--- config.mk ---
export PLATFORM = sky130hd
export DESIGN_NAME = osc_control
export DESIGN_NICKNAME = d
export VERILOG_FILES = /design/src/core/osc_pkg.sv /design/src/core/osc_control.sv /design/src/core/osc_pb_divider.sv
export SDC_FILE = /design/constraint.sdc
export NUM_CORES = 1
export LEC_CHECK = 0
export BUFFER_PORTS_ARGS = -buffer_cell sky130_fd_sc_hd__buf_2
export CAP_MARGIN = 20
export CORE_MARGIN = 1
export CORE_UTILIZATION = 53
export CTS_CLUSTER_DIAMETER = 150
export CTS_CLUSTER_SIZE = 8
export DETAILED_ROUTE_END_ITERATION = 10
export PLACE_DENSITY = 0.9
export SYNTH_ARGS = -nofsm -noshare
export SYNTH_HDL_FRONTEND = slang
export SYNTH_HIERARCHICAL = 1
export SYNTH_SLANG_ARGS = --single-unit
--- constraint.sdc ---
create_clock -name clock -period 4.1 [get_ports clock]
set_input_delay 0.82 -clock clock [delete_from_list [all_inputs] [get_ports clock]]
set_output_delay 0.82 -clock clock [all_outputs]
set_load 0.005 [all_outputs]
--- src/core/osc_pkg.sv ---
package osc_pkg;

  localparam logic [3:0] OSC_ADDR_CTRL = 4'h0;
  localparam logic [3:0] OSC_ADDR_UNLOCK = 4'h4;
  localparam logic [31:0] OSC_KEY_FIRST = 32'haa99_6655;
  localparam logic [31:0] OSC_KEY_SECOND = 32'h5566_99aa;

  localparam int OSC_POS_POST_DIV = 27;
  localparam int OSC_POS_FRC_DIV = 24;
  localparam int OSC_POS_SOSC_RDY = 22;
  localparam int OSC_POS_PB_WRITABLE = 21;
  localparam int OSC_POS_PB_DIV = 19;
  localparam int OSC_POS_PLL_MULT = 16;
  localparam int OSC_POS_CUR_SRC = 12;
  localparam int OSC_POS_REQ_SRC = 8;
  localparam int OSC_POS_SEL_LOCK = 7;
  localparam int OSC_POS_USB_LOCK = 6;
  localparam int OSC_POS_SYS_LOCK = 5;
  localparam int OSC_POS_SLEEP = 4;
  localparam int OSC_POS_FAIL = 3;
  localparam int OSC_POS_USB_FRC = 2;
  localparam int OSC_POS_SOSC_EN = 1;
  localparam int OSC_POS_SWITCH = 0;

  localparam logic [2:0] OSC_RST_FRC_DIV = 3'h1;
  localparam logic [2:0] OSC_RST_CUR_SRC = 3'h0;
  localparam logic [3:0] OSC_SWITCH_CYCLES = 4'h8;

  typedef enum logic [1:0]
  {
    OSC_IDLE = 2'h0,
    OSC_KEY_ONE = 2'h1,
    OSC_OPEN = 2'h3
  } osc_unlock_t;

  function automatic logic [8:0] osc_div_ratio(input logic [2:0] code);
    osc_div_ratio = (code == 3'h7) ? 9'h100 : (9'h001 << code);
  endfunction : osc_div_ratio

endpackage : osc_pkg

--- src/core/osc_control.sv ---
`timescale 1ns/1ps
// Functional notes
// - PLL output divided by field 29-27: 1,2,4,8,16,32,64,256.
// - Fast RC divided by field 26-24; default code 001, divide by 2.
// - Bit 22 reads one when secondary oscillator runs and is stable.
// - Bit 21 shows the peripheral divisor may be written; writes to bits 20-19 are dropped while it reads zero.
// - Peripheral clock is system clock divided 1,2,4,8 by bits 20-19.
// - PLL multiplier by bits 18-16: 15 to 21, then 24.
// - Bits 14-12 report the active clock source, read only.
// - Bits 10-8 hold the requested new source, same encoding.
// - Requested source reloads from configuration bits on reset.
// - Bit 7 freezes selections only when monitor config is 1x.
// - Bit 6 reads one when USB PLL locked.
// - Bit 5 reads one when system PLL locked.
// - Bit 4 one makes wait enter sleep, zero makes it idle.
// - Writes are ignored unless the unlock sequence came first.
// - Bits 31-30, 23, 15 and 11 read zero, writes ignored.
// - Configuration-derived fields load from configuration bits on reset.
// - Writing bit 0 starts a switch; hardware clears it when done.
// - Bit 3 is set when the fail-safe monitor sees a failure.
// - Bit 2 selects fast RC as USB clock, else primary or PLL.
// - Bit 1 enables the secondary oscillator.
module osc_control
  import osc_pkg::*;
(
  input wire logic clock,
  input wire logic rst_b,
  input wire logic wb_cyc_i,
  input wire logic wb_stb_i,
  input wire logic wb_we_i,
  input wire logic [3:0] wb_adr_i,
  input wire logic [3:0] wb_sel_i,
  input wire logic [31:0] wb_dat_i,
  output logic [31:0] wb_dat_o,
  output logic wb_ack_o,
  input wire logic [2:0] initial_source_config,
  input wire logic [1:0] switch_monitor_config,
  input wire logic [2:0] cfg_post_divider,
  input wire logic [1:0] cfg_periph_divisor,
  input wire logic [2:0] cfg_multiplier,
  input wire logic cfg_usb_from_fast_rc,
  input wire logic sosc_stable_pin,
  input wire logic usb_pll_lock_pin,
  input wire logic sys_pll_lock_pin,
  input wire logic clock_fail_pin,
  input wire logic wait_exec,
  output logic [2:0] pll_post_divider,
  output logic [8:0] post_divide_ratio,
  output logic [2:0] fast_rc_divider,
  output logic [8:0] fast_rc_ratio,
  output logic [2:0] pll_multiplier,
  output logic [4:0] multiply_factor,
  output logic [2:0] current_source_sel,
  output logic periph_bus_tick,
  output logic secondary_osc_enable,
  output logic usb_from_fast_rc,
  output logic sleep_req,
  output logic idle_req
);

  logic [2:0] post_div_reg;
  logic [2:0] frc_div_reg;
  logic [1:0] pb_div_reg;
  logic [2:0] mult_reg;
  logic [2:0] cur_src_reg;
  logic [2:0] req_src_reg;
  logic sel_lock_reg;
  logic sleep_en_reg;
  logic fail_reg;
  logic usb_frc_reg;
  logic sosc_en_reg;
  logic switch_reg;
  logic [3:0] switch_cnt_reg;
  logic load_reg;
  logic ack_reg;
  logic [31:0] rdata_reg;
  osc_unlock_t unlock_reg;
  osc_unlock_t unlock_next;
  logic [3:0] sync1_reg;
  logic [3:0] sync2_reg;
  logic periph_divisor_writable;
  logic bus_req;
  logic wr_ctrl;
  logic wr_key;
  logic frozen;
  logic switch_done;
  logic [31:0] ctrl_word;
  logic [31:0] wmask;
  logic [31:0] wval;

  assign bus_req = wb_cyc_i && wb_stb_i && !ack_reg;
  assign wmask = {{8{wb_sel_i[3]}}, {8{wb_sel_i[2]}}, {8{wb_sel_i[1]}},
                  {8{wb_sel_i[0]}}};
  assign wval = (ctrl_word & ~wmask) | (wb_dat_i & wmask);
  assign wr_key = bus_req && wb_we_i && (wb_adr_i == OSC_ADDR_UNLOCK);
  assign wr_ctrl = bus_req && wb_we_i && (wb_adr_i == OSC_ADDR_CTRL)
                   && (unlock_reg == OSC_OPEN);
  assign frozen = switch_monitor_config[1] && sel_lock_reg;
  assign switch_done = switch_reg && (switch_cnt_reg == OSC_SWITCH_CYCLES);

  // Pins from the analog side pass two flops before use.
  always_ff @(posedge clock or negedge rst_b)
  begin
    if (!rst_b)
    begin
      sync1_reg <= 4'h0;
      sync2_reg <= 4'h0;
    end
    else
    begin
      sync1_reg <= {clock_fail_pin, sys_pll_lock_pin, usb_pll_lock_pin,
                    sosc_stable_pin};
      sync2_reg <= sync1_reg;
    end
  end

  // Two key words in consecutive writes open the register for one write.
  always_comb
  begin
    unlock_next = unlock_reg;
    if (wr_key)
    begin
      if (wb_dat_i == OSC_KEY_FIRST)
        unlock_next = OSC_KEY_ONE;
      else if (wb_dat_i == OSC_KEY_SECOND && unlock_reg == OSC_KEY_ONE)
        unlock_next = OSC_OPEN;
      else
        unlock_next = OSC_IDLE;
    end
    else if (bus_req && wb_we_i)
    begin
      unlock_next = OSC_IDLE;
    end
    else
    begin
      case (unlock_reg)
        OSC_IDLE: unlock_next = OSC_IDLE;
        OSC_KEY_ONE: unlock_next = OSC_KEY_ONE;
        OSC_OPEN: unlock_next = OSC_OPEN;
        default: unlock_next = OSC_IDLE;
      endcase
    end
  end

  always_ff @(posedge clock or negedge rst_b)
  begin
    if (!rst_b)
      unlock_reg <= OSC_IDLE;
    else
      unlock_reg <= unlock_next;
  end

  // Configuration words are caught on the first clock after reset release.
  always_ff @(posedge clock or negedge rst_b)
  begin
    if (!rst_b)
      load_reg <= 1'b1;
    else
      load_reg <= 1'b0;
  end

  always_ff @(posedge clock or negedge rst_b)
  begin
    if (!rst_b)
    begin
      post_div_reg <= 3'h0;
      pb_div_reg <= 2'h3;
      mult_reg <= 3'h0;
      req_src_reg <= 3'h0;
      usb_frc_reg <= 1'b0;
    end
    else if (load_reg)
    begin
      post_div_reg <= cfg_post_divider;
      pb_div_reg <= cfg_periph_divisor;
      mult_reg <= cfg_multiplier;
      req_src_reg <= initial_source_config;
      usb_frc_reg <= cfg_usb_from_fast_rc;
    end
    else if (wr_ctrl)
    begin
      if (!frozen)
      begin
        post_div_reg <= wval[OSC_POS_POST_DIV +: 3];
        mult_reg <= wval[OSC_POS_PLL_MULT +: 3];
        req_src_reg <= wval[OSC_POS_REQ_SRC +: 3];
      end
      if (periph_divisor_writable)
        pb_div_reg <= wval[OSC_POS_PB_DIV +: 2];
      usb_frc_reg <= wval[OSC_POS_USB_FRC];
    end
  end

  always_ff @(posedge clock or negedge rst_b)
  begin
    if (!rst_b)
    begin
      frc_div_reg <= OSC_RST_FRC_DIV;
      sel_lock_reg <= 1'b0;
      sleep_en_reg <= 1'b0;
      sosc_en_reg <= 1'b0;
    end
    else if (wr_ctrl)
    begin
      frc_div_reg <= wval[OSC_POS_FRC_DIV +: 3];
      sel_lock_reg <= wval[OSC_POS_SEL_LOCK] | sel_lock_reg;
      sleep_en_reg <= wval[OSC_POS_SLEEP];
      sosc_en_reg <= wval[OSC_POS_SOSC_EN];
    end
  end

  // Failure flag: a detected failure wins over a software clear.
  always_ff @(posedge clock or negedge rst_b)
  begin
    if (!rst_b)
      fail_reg <= 1'b0;
    else if (sync2_reg[3])
      fail_reg <= 1'b1;
    else if (wr_ctrl)
      fail_reg <= wval[OSC_POS_FAIL];
  end

  // Switch sequence: a fixed settle time, then the source changes over.
  always_ff @(posedge clock or negedge rst_b)
  begin
    if (!rst_b)
    begin
      switch_reg <= 1'b0;
      switch_cnt_reg <= 4'h0;
      cur_src_reg <= OSC_RST_CUR_SRC;
    end
    else if (load_reg)
    begin
      cur_src_reg <= initial_source_config;
    end
    else if (switch_done)
    begin
      switch_reg <= 1'b0;
      switch_cnt_reg <= 4'h0;
      cur_src_reg <= req_src_reg;
    end
    else if (switch_reg)
    begin
      switch_cnt_reg <= switch_cnt_reg + 4'h1;
    end
    else if (wr_ctrl && !frozen && wval[OSC_POS_SWITCH])
    begin
      switch_reg <= 1'b1;
    end
  end

  always_comb
  begin
    ctrl_word = 32'h0000_0000;
    ctrl_word[OSC_POS_POST_DIV +: 3] = post_div_reg;
    ctrl_word[OSC_POS_FRC_DIV +: 3] = frc_div_reg;
    ctrl_word[OSC_POS_SOSC_RDY] = sync2_reg[0] && sosc_en_reg;
    ctrl_word[OSC_POS_PB_WRITABLE] = periph_divisor_writable;
    ctrl_word[OSC_POS_PB_DIV +: 2] = pb_div_reg;
    ctrl_word[OSC_POS_PLL_MULT +: 3] = mult_reg;
    ctrl_word[OSC_POS_CUR_SRC +: 3] = cur_src_reg;
    ctrl_word[OSC_POS_REQ_SRC +: 3] = req_src_reg;
    ctrl_word[OSC_POS_SEL_LOCK] = sel_lock_reg;
    ctrl_word[OSC_POS_USB_LOCK] = sync2_reg[1];
    ctrl_word[OSC_POS_SYS_LOCK] = sync2_reg[2];
    ctrl_word[OSC_POS_SLEEP] = sleep_en_reg;
    ctrl_word[OSC_POS_FAIL] = fail_reg;
    ctrl_word[OSC_POS_USB_FRC] = usb_frc_reg;
    ctrl_word[OSC_POS_SOSC_EN] = sosc_en_reg;
    ctrl_word[OSC_POS_SWITCH] = switch_reg;
  end

  // One-wait-state slave; unmapped addresses are acknowledged and read zero.
  always_ff @(posedge clock or negedge rst_b)
  begin
    if (!rst_b)
    begin
      ack_reg <= 1'b0;
      rdata_reg <= 32'h0000_0000;
    end
    else
    begin
      ack_reg <= bus_req;
      if (bus_req && !wb_we_i)
        rdata_reg <= (wb_adr_i == OSC_ADDR_CTRL) ? ctrl_word : 32'h0000_0000;
    end
  end

  // Wait instruction outputs a one-cycle sleep or idle request.
  always_ff @(posedge clock or negedge rst_b)
  begin
    if (!rst_b)
    begin
      sleep_req <= 1'b0;
      idle_req <= 1'b0;
    end
    else
    begin
      sleep_req <= wait_exec && sleep_en_reg;
      idle_req <= wait_exec && !sleep_en_reg;
    end
  end

  osc_pb_divider u_pb_div
  (
    .clock(clock),
    .rst_b(rst_b),
    .divisor(pb_div_reg),
    .tick(periph_bus_tick),
    .writable(periph_divisor_writable)
  );

  assign wb_ack_o = ack_reg;
  assign wb_dat_o = rdata_reg;
  assign pll_post_divider = post_div_reg;
  assign post_divide_ratio = osc_div_ratio(post_div_reg);
  assign fast_rc_divider = frc_div_reg;
  assign fast_rc_ratio = osc_div_ratio(frc_div_reg);
  assign pll_multiplier = mult_reg;
  assign multiply_factor = (mult_reg == 3'h7) ? 5'h18
                           : 5'(5'h0f + {2'h0, mult_reg});
  assign current_source_sel = cur_src_reg;
  assign secondary_osc_enable = sosc_en_reg;
  assign usb_from_fast_rc = usb_frc_reg;

endmodule : osc_control

--- src/core/osc_pb_divider.sv ---
`timescale 1ns/1ps
module osc_pb_divider
  import osc_pkg::*;
(
  input wire logic clock,
  input wire logic rst_b,
  input wire logic [1:0] divisor,
  output logic tick,
  output logic writable
);

  logic [2:0] count_reg;
  logic [1:0] active_reg;
  logic [2:0] limit;

  assign limit = 3'((9'(osc_div_ratio({1'b0, active_reg}))) - 9'h001);

  // A new divisor is only taken at a period boundary, so no short pulse.
  always_ff @(posedge clock or negedge rst_b)
  begin
    if (!rst_b)
    begin
      count_reg <= 3'h0;
      active_reg <= 2'h3;
    end
    else if (count_reg >= limit)
    begin
      count_reg <= 3'h0;
      active_reg <= divisor;
    end
    else
    begin
      count_reg <= count_reg + 3'h1;
    end
  end

  assign tick = (count_reg >= limit);
  assign writable = (divisor == active_reg);

endmodule : osc_pb_divider

Word level (Yosys, flattened, before mapping)
Index checks and enable logic that the tools add are counted.
{ "word_totals": {"out_inout_bits": 73, "input_bits": 64, "elab_cells": 109, "reg_bits": 78} }
{ "classes": {"shift": 3, "muxes": 33, "addsub": 4, "n_bitwise": 6, "n_lt_le_gt_ge": 1, "n_reduce_logical": 28, "n_eq_ne": 11} }
{ "ops": {"columns": ["op", "count"], "rows": [
  ["30-bit AND", 2],
  ["3-bit two-way mux", 12],
  ["32-bit by 31-bit == test with 1-bit output (second input constant)", 1],
  ["32-bit == test (second input constant)", 1],
  ["30-bit two-way mux", 1],
  ["30-bit inverter", 1],
  ["30-bit OR", 1],
  ["9-bit two-way mux", 2],
  ["1-bit by 3-bit << shifter with 9-bit output (first input constant)", 2],
  ["1-bit logical AND", 15],
  ["2-bit two-way mux", 7],
  ["2-bit nonzero test", 5],
  ["3-bit == test (second input constant)", 3],
  ["4-bit two-way mux", 2],
  ["1-bit two-way mux", 7],
  ["2-bit AND reduction", 3],
  ["4-bit by 3-bit adder with 5-bit output (first input constant)", 1],
  ["5-bit two-way mux", 1],
  ["4-bit by 1-bit adder with 4-bit output (second input constant)", 1],
  ["4-bit by 3-bit == test with 1-bit output (second input constant)", 1],
  ["4-bit == test (second input constant)", 1],
  ["1-bit logical NOT", 4],
  ["4-bit logical NOT", 1],
  ["2-bit one-hot mux with 2 select lines", 1],
  ["10 further kinds", 10]
]} }

Logic depth before layout (Yosys ltp)
{ "logic_depth": {"ltp_word": 10, "depth_mapped": 6, "ltp_nobuf": 6} }

Hierarchy
Netlist, hierarchy kept.
{ "by_module_without_submodules": {"columns": ["module", "cells_each", "seq_area_each_um2", "area_each_um2", "n_inst"], "rows": [
  ["osc_control", 280, 1706.6, 3335.7, 1],
  ["osc_pb_divider", 27, 127.6, 312.8, 1]
]} }

Least setup slack after synthesis
OpenSTA, ideal clock, no wires.
{ "synth_timing": {"path_type": "input port to flip-flop", "from": "input port wb_adr_i[1]", "to": "register with a tool-made name", "setup_slack_ns": 1.595, "required_time_ns": 3.975, "setup_time_ns": 0.125, "arrival_time_ns": 2.380, "cell_stages": 5, "n_path_buf": 1, "cell_sequence": "or4_4 > buf_6 > nor4_4 > mux2_1 > mux2_2"} }
{ "synth_lines": {"columns": ["item", "line", "source"], "rows": [
  ["start: declaration", "osc_control.sv:31", "input wire logic [3:0] wb_adr_i,"]
]} }

Worst setup path in the final report
{ "layout_timing": {"from": "register u_pb_div.active_reg[1]", "to": "output port periph_bus_tick"} }
{ "layout_via": {"elab_chain_cells": 3} }
{ "layout_lines": {"columns": ["item", "line", "source"], "rows": [
  ["start: declaration", "osc_pb_divider.sv:13", "logic [1:0] active_reg;"],
  ["start signal: assignment", "osc_pb_divider.sv:29", "active_reg <= divisor;"],
  ["1-bit by 2-bit << shifter with 3-bit output", "osc_pkg.sv:37", "osc_div_ratio = (code == 3'h7) ? 9'h100 : (9'h001 << code);"],
  ["3-bit by 1-bit subtractor with 3-bit output", "osc_pb_divider.sv:16", "assign limit = 3'((9'(osc_div_ratio({1'b0, active_reg}))) - 9'h001);"],
  ["3-bit greater-or-equal comparator", "osc_pb_divider.sv:37", "assign tick = (count_reg >= limit);"],
  ["end: declaration", "osc_control.sv:54", "output logic periph_bus_tick,"]
]} }
Every way passes these cells.

==> results.json <==
{
  "grt_pass1_vias": 2880,
  "cts_resized": 0,
  "drv_slew": 0,
  "yosys.area.top_type": "dfrtp_1",
  "row_count": 29,
  "ant_nets": 0,
  "grt_first_pass_wirelength_um": 14220,
  "rsz0062_at_grt": "no",
  "core-area_sq_um": 6495,
  "cts_buffers": 9,
  "hold_buffers": 0,
  "die_x_um": 84.97,
  "ff2ff_setup_slack_ps": 1960,
  "diodes": 0,
  "hold_viol": 0,
  "worstPathRequired_ps": 3280,
  "cap_violations": 0,
  "synth.most_common_cell": "dfrtp_1",
  "dieArea_sq_um": 7220,
  "die_h_um": 84.97,
  "yosys.area.top_type_share_pct": 45.95,
  "gr-total-overflow": 0,
  "viasPerCell": 5.766,
  "grt_max_degree": 74,
  "gp_congestion": 0.8645,
  "cp_common_cell": "nand2_1",
  "arrival_ps": 1780,
  "synthesis.instances": 307,
  "setup.worst_path.start_class": "register",
  "reg2reg_depth": 4,
  "num_io_pins": 137,
  "path_max_fanout": 6,
  "antenna_found_initial": 0,
  "fin_crit_sh_pct": 63.40,
  "num_vias": 2906,
  "skew_ps": 6.998,
  "cts_setup_buffers": 0,
  "syn_to_final_growth_pct": 21.91,
  "clock_sinks": 73,
  "multiInputGateArea_sq_um": 1595,
  "maxSlewHeadroom_pct": 38.30,
  "synth.area.top_cells": "dfrtp_1 46%, mux2_2 6.2%, a22o_1 6.0%",
  "violations": "DRC",
  "fin_tns_setup_ps": 0,
  "synth_cell_type_count": 56,
  "start_util_pct": 56.17,
  "fin_crit_ps": 2599,
  "hp-class": "register to register",
  "timing.rr.start": "wb_ack_o",
  "insertion_delay_ps": 350,
  "port_buffers": 128,
  "synthFlopType": "dfrtp_1",
  "async_flop_share_pct": 100.0,
  "endpoint_kind": "output port",
  "yosysSeqAreaShare_pct": 50.27,
  "drt-initial-drc-count": 197,
  "postSynthAreaPerCell_sq_um": 11.88,
  "synth_edf_count": 0,
  "ys_ff_latch": 73,
  "dp_slack_ps": 1351,
  "crit_type": "register to output port",
  "yosys_warnings": 6,
  "synth_area_sq_um": 3648,
  "power_leakage_uw": 0.002282,
  "slowest_stage": "dfstp_2",
  "peakVddDrop_v": 0.0002055,
  "ys_top_cells_by_count": "67 x dfrtp_1, 25 x a22o_1, 20 x mux2_2",
  "hpwl_um": 6727,
  "htree_levels": 3,
  "cp_cell_sequence": "nand2_1 -> ha_1 -> nand2_1 -> o21ai_4 -> buf_2",
  "routedWlPerCell_um": 17.98,
  "finalSetupViolations": 0,
  "cts_buffer_depth": 2,
  "wl_um": 9063,
  "status": "complete, but fails checks",
  "fin_ws_ps": 1501,
  "drt_pass1_iterations": 8,
  "setup.worst_path.end": "periph_bus_tick",
  "cts_root_buf": "clkbuf_8",
  "route.detailed.drc": 7,
  "cts_tree": "yes",
  "slowest_delay_ps": 580,
  "grtUsageTotal_pct": 26.07,
  "nNetsFinal": 493,
  "worst_pin_slew_ps": 925.5,
  "power_density_nw_per_um2": 404.6,
  "fillers": 511,
  "clk_pin_slew_ps": 80,
  "cp-startpoint": "u_pb_div/active_reg[1]",
  "drive_above_1_share_pct": 43.79,
  "ff_latch_area_sq_um": 1834,
  "fmax_mhz": 384.7
}
[power breakdown]
part / total (uW) / internal (uW) / switching, uW
Combinational: 384 / 199 / 185
Clock: 582 / 315 / 268
Sequential: 834 / 781 / 52.8
Total: 1800 / 1290 / 505
[routing by layer]
metal  vias to the layer above  routed length [um]  track usage [%]
met5                         -                   0                0
met4                         0                 180            12.17
met3                        14                 527            5.447
met2                       108                4575            43.26
met1                      1451                3780            32.84
li1                       1333                   -                -
[worst min-delay path by stage]
stage                  from           end  slack (ps)  cells past startpoint
2_1_floorplan  sync1_reg[0]  sync2_reg[0]         330                      0
3_3_place_gp   sync1_reg[0]  sync2_reg[0]         330                      0
3_5_place_dp   sync1_reg[1]  sync2_reg[1]         340                      0
5_1_grt        sync1_reg[1]  sync2_reg[1]         360                      0
6_report       sync1_reg[1]  sync2_reg[1]         350                      0
4_1_cts        sync1_reg[1]  sync2_reg[1]         350                      0
[critical path: cells and delay by family, from the launching register on]
kind	cells	cell delay (ps)
and+or+nand+nor	2	160
AOI/OAI and AO/OA	1	220
DFF	1	580
buffers and inverters	1	160
adders and majority gates	1	320
[logic make-up after synthesis]
logic type / Yosys count / synth area share [%]
buffers and inverters: 43 / 6.790
flip-flops: 73 / 50.27
adder cells (fa/ha/maj): 7 / 2.400
XOR/XNOR: 3 / 0.7203
multiplexers: 34 / 10.60
AO/OA/AOI/OAI: 50 / 10.67
AND/OR/NAND/NOR: 96 / 18.45
other: 1 / 0.1028
[per-stage QoR]
stage	std cells	total power (uW)	hold slack, ps	util, %	area [sq um]
3_3_place_gp	487	1210	333.3	64.88	4214
4_1_cts	503	1812	353.2	68.06	4420
2_1_floorplan	314	1105	331.2	-	3675
3_5_place_dp	487	1232	335.5	64.88	4214
6_report	504	1800	352.7	68.48	4448
5_1_grt	504	1894	364.4	68.48	4448
[layout by cell type (no fill, tap or decap), types with 10 or more instances in the layout]
master / synthesis / routed
mux2_2: 20 / 20
buf_2: 2 / 127
a22o_1: 25 / 25
inv_1: 10 / 10
nand2_1: 16 / 16
dfrtp_1: 67 / 67
nor4bb_1: 10 / 10
clkbuf_8: 0 / 11
nand3_1: 10 / 10
[area by class of cell]
type                            instances  area share [%]
Clock buffer                           12           3.488
Clock inverter                          4           1.153
Inverter                               10          0.8439
Multi-Input combinational cell        198           35.86
Sequential cell                        73           41.24
Tap cell                               77           2.166
Timing Repair Buffer                  130           15.25
Power figures use the tool's default switching activity.
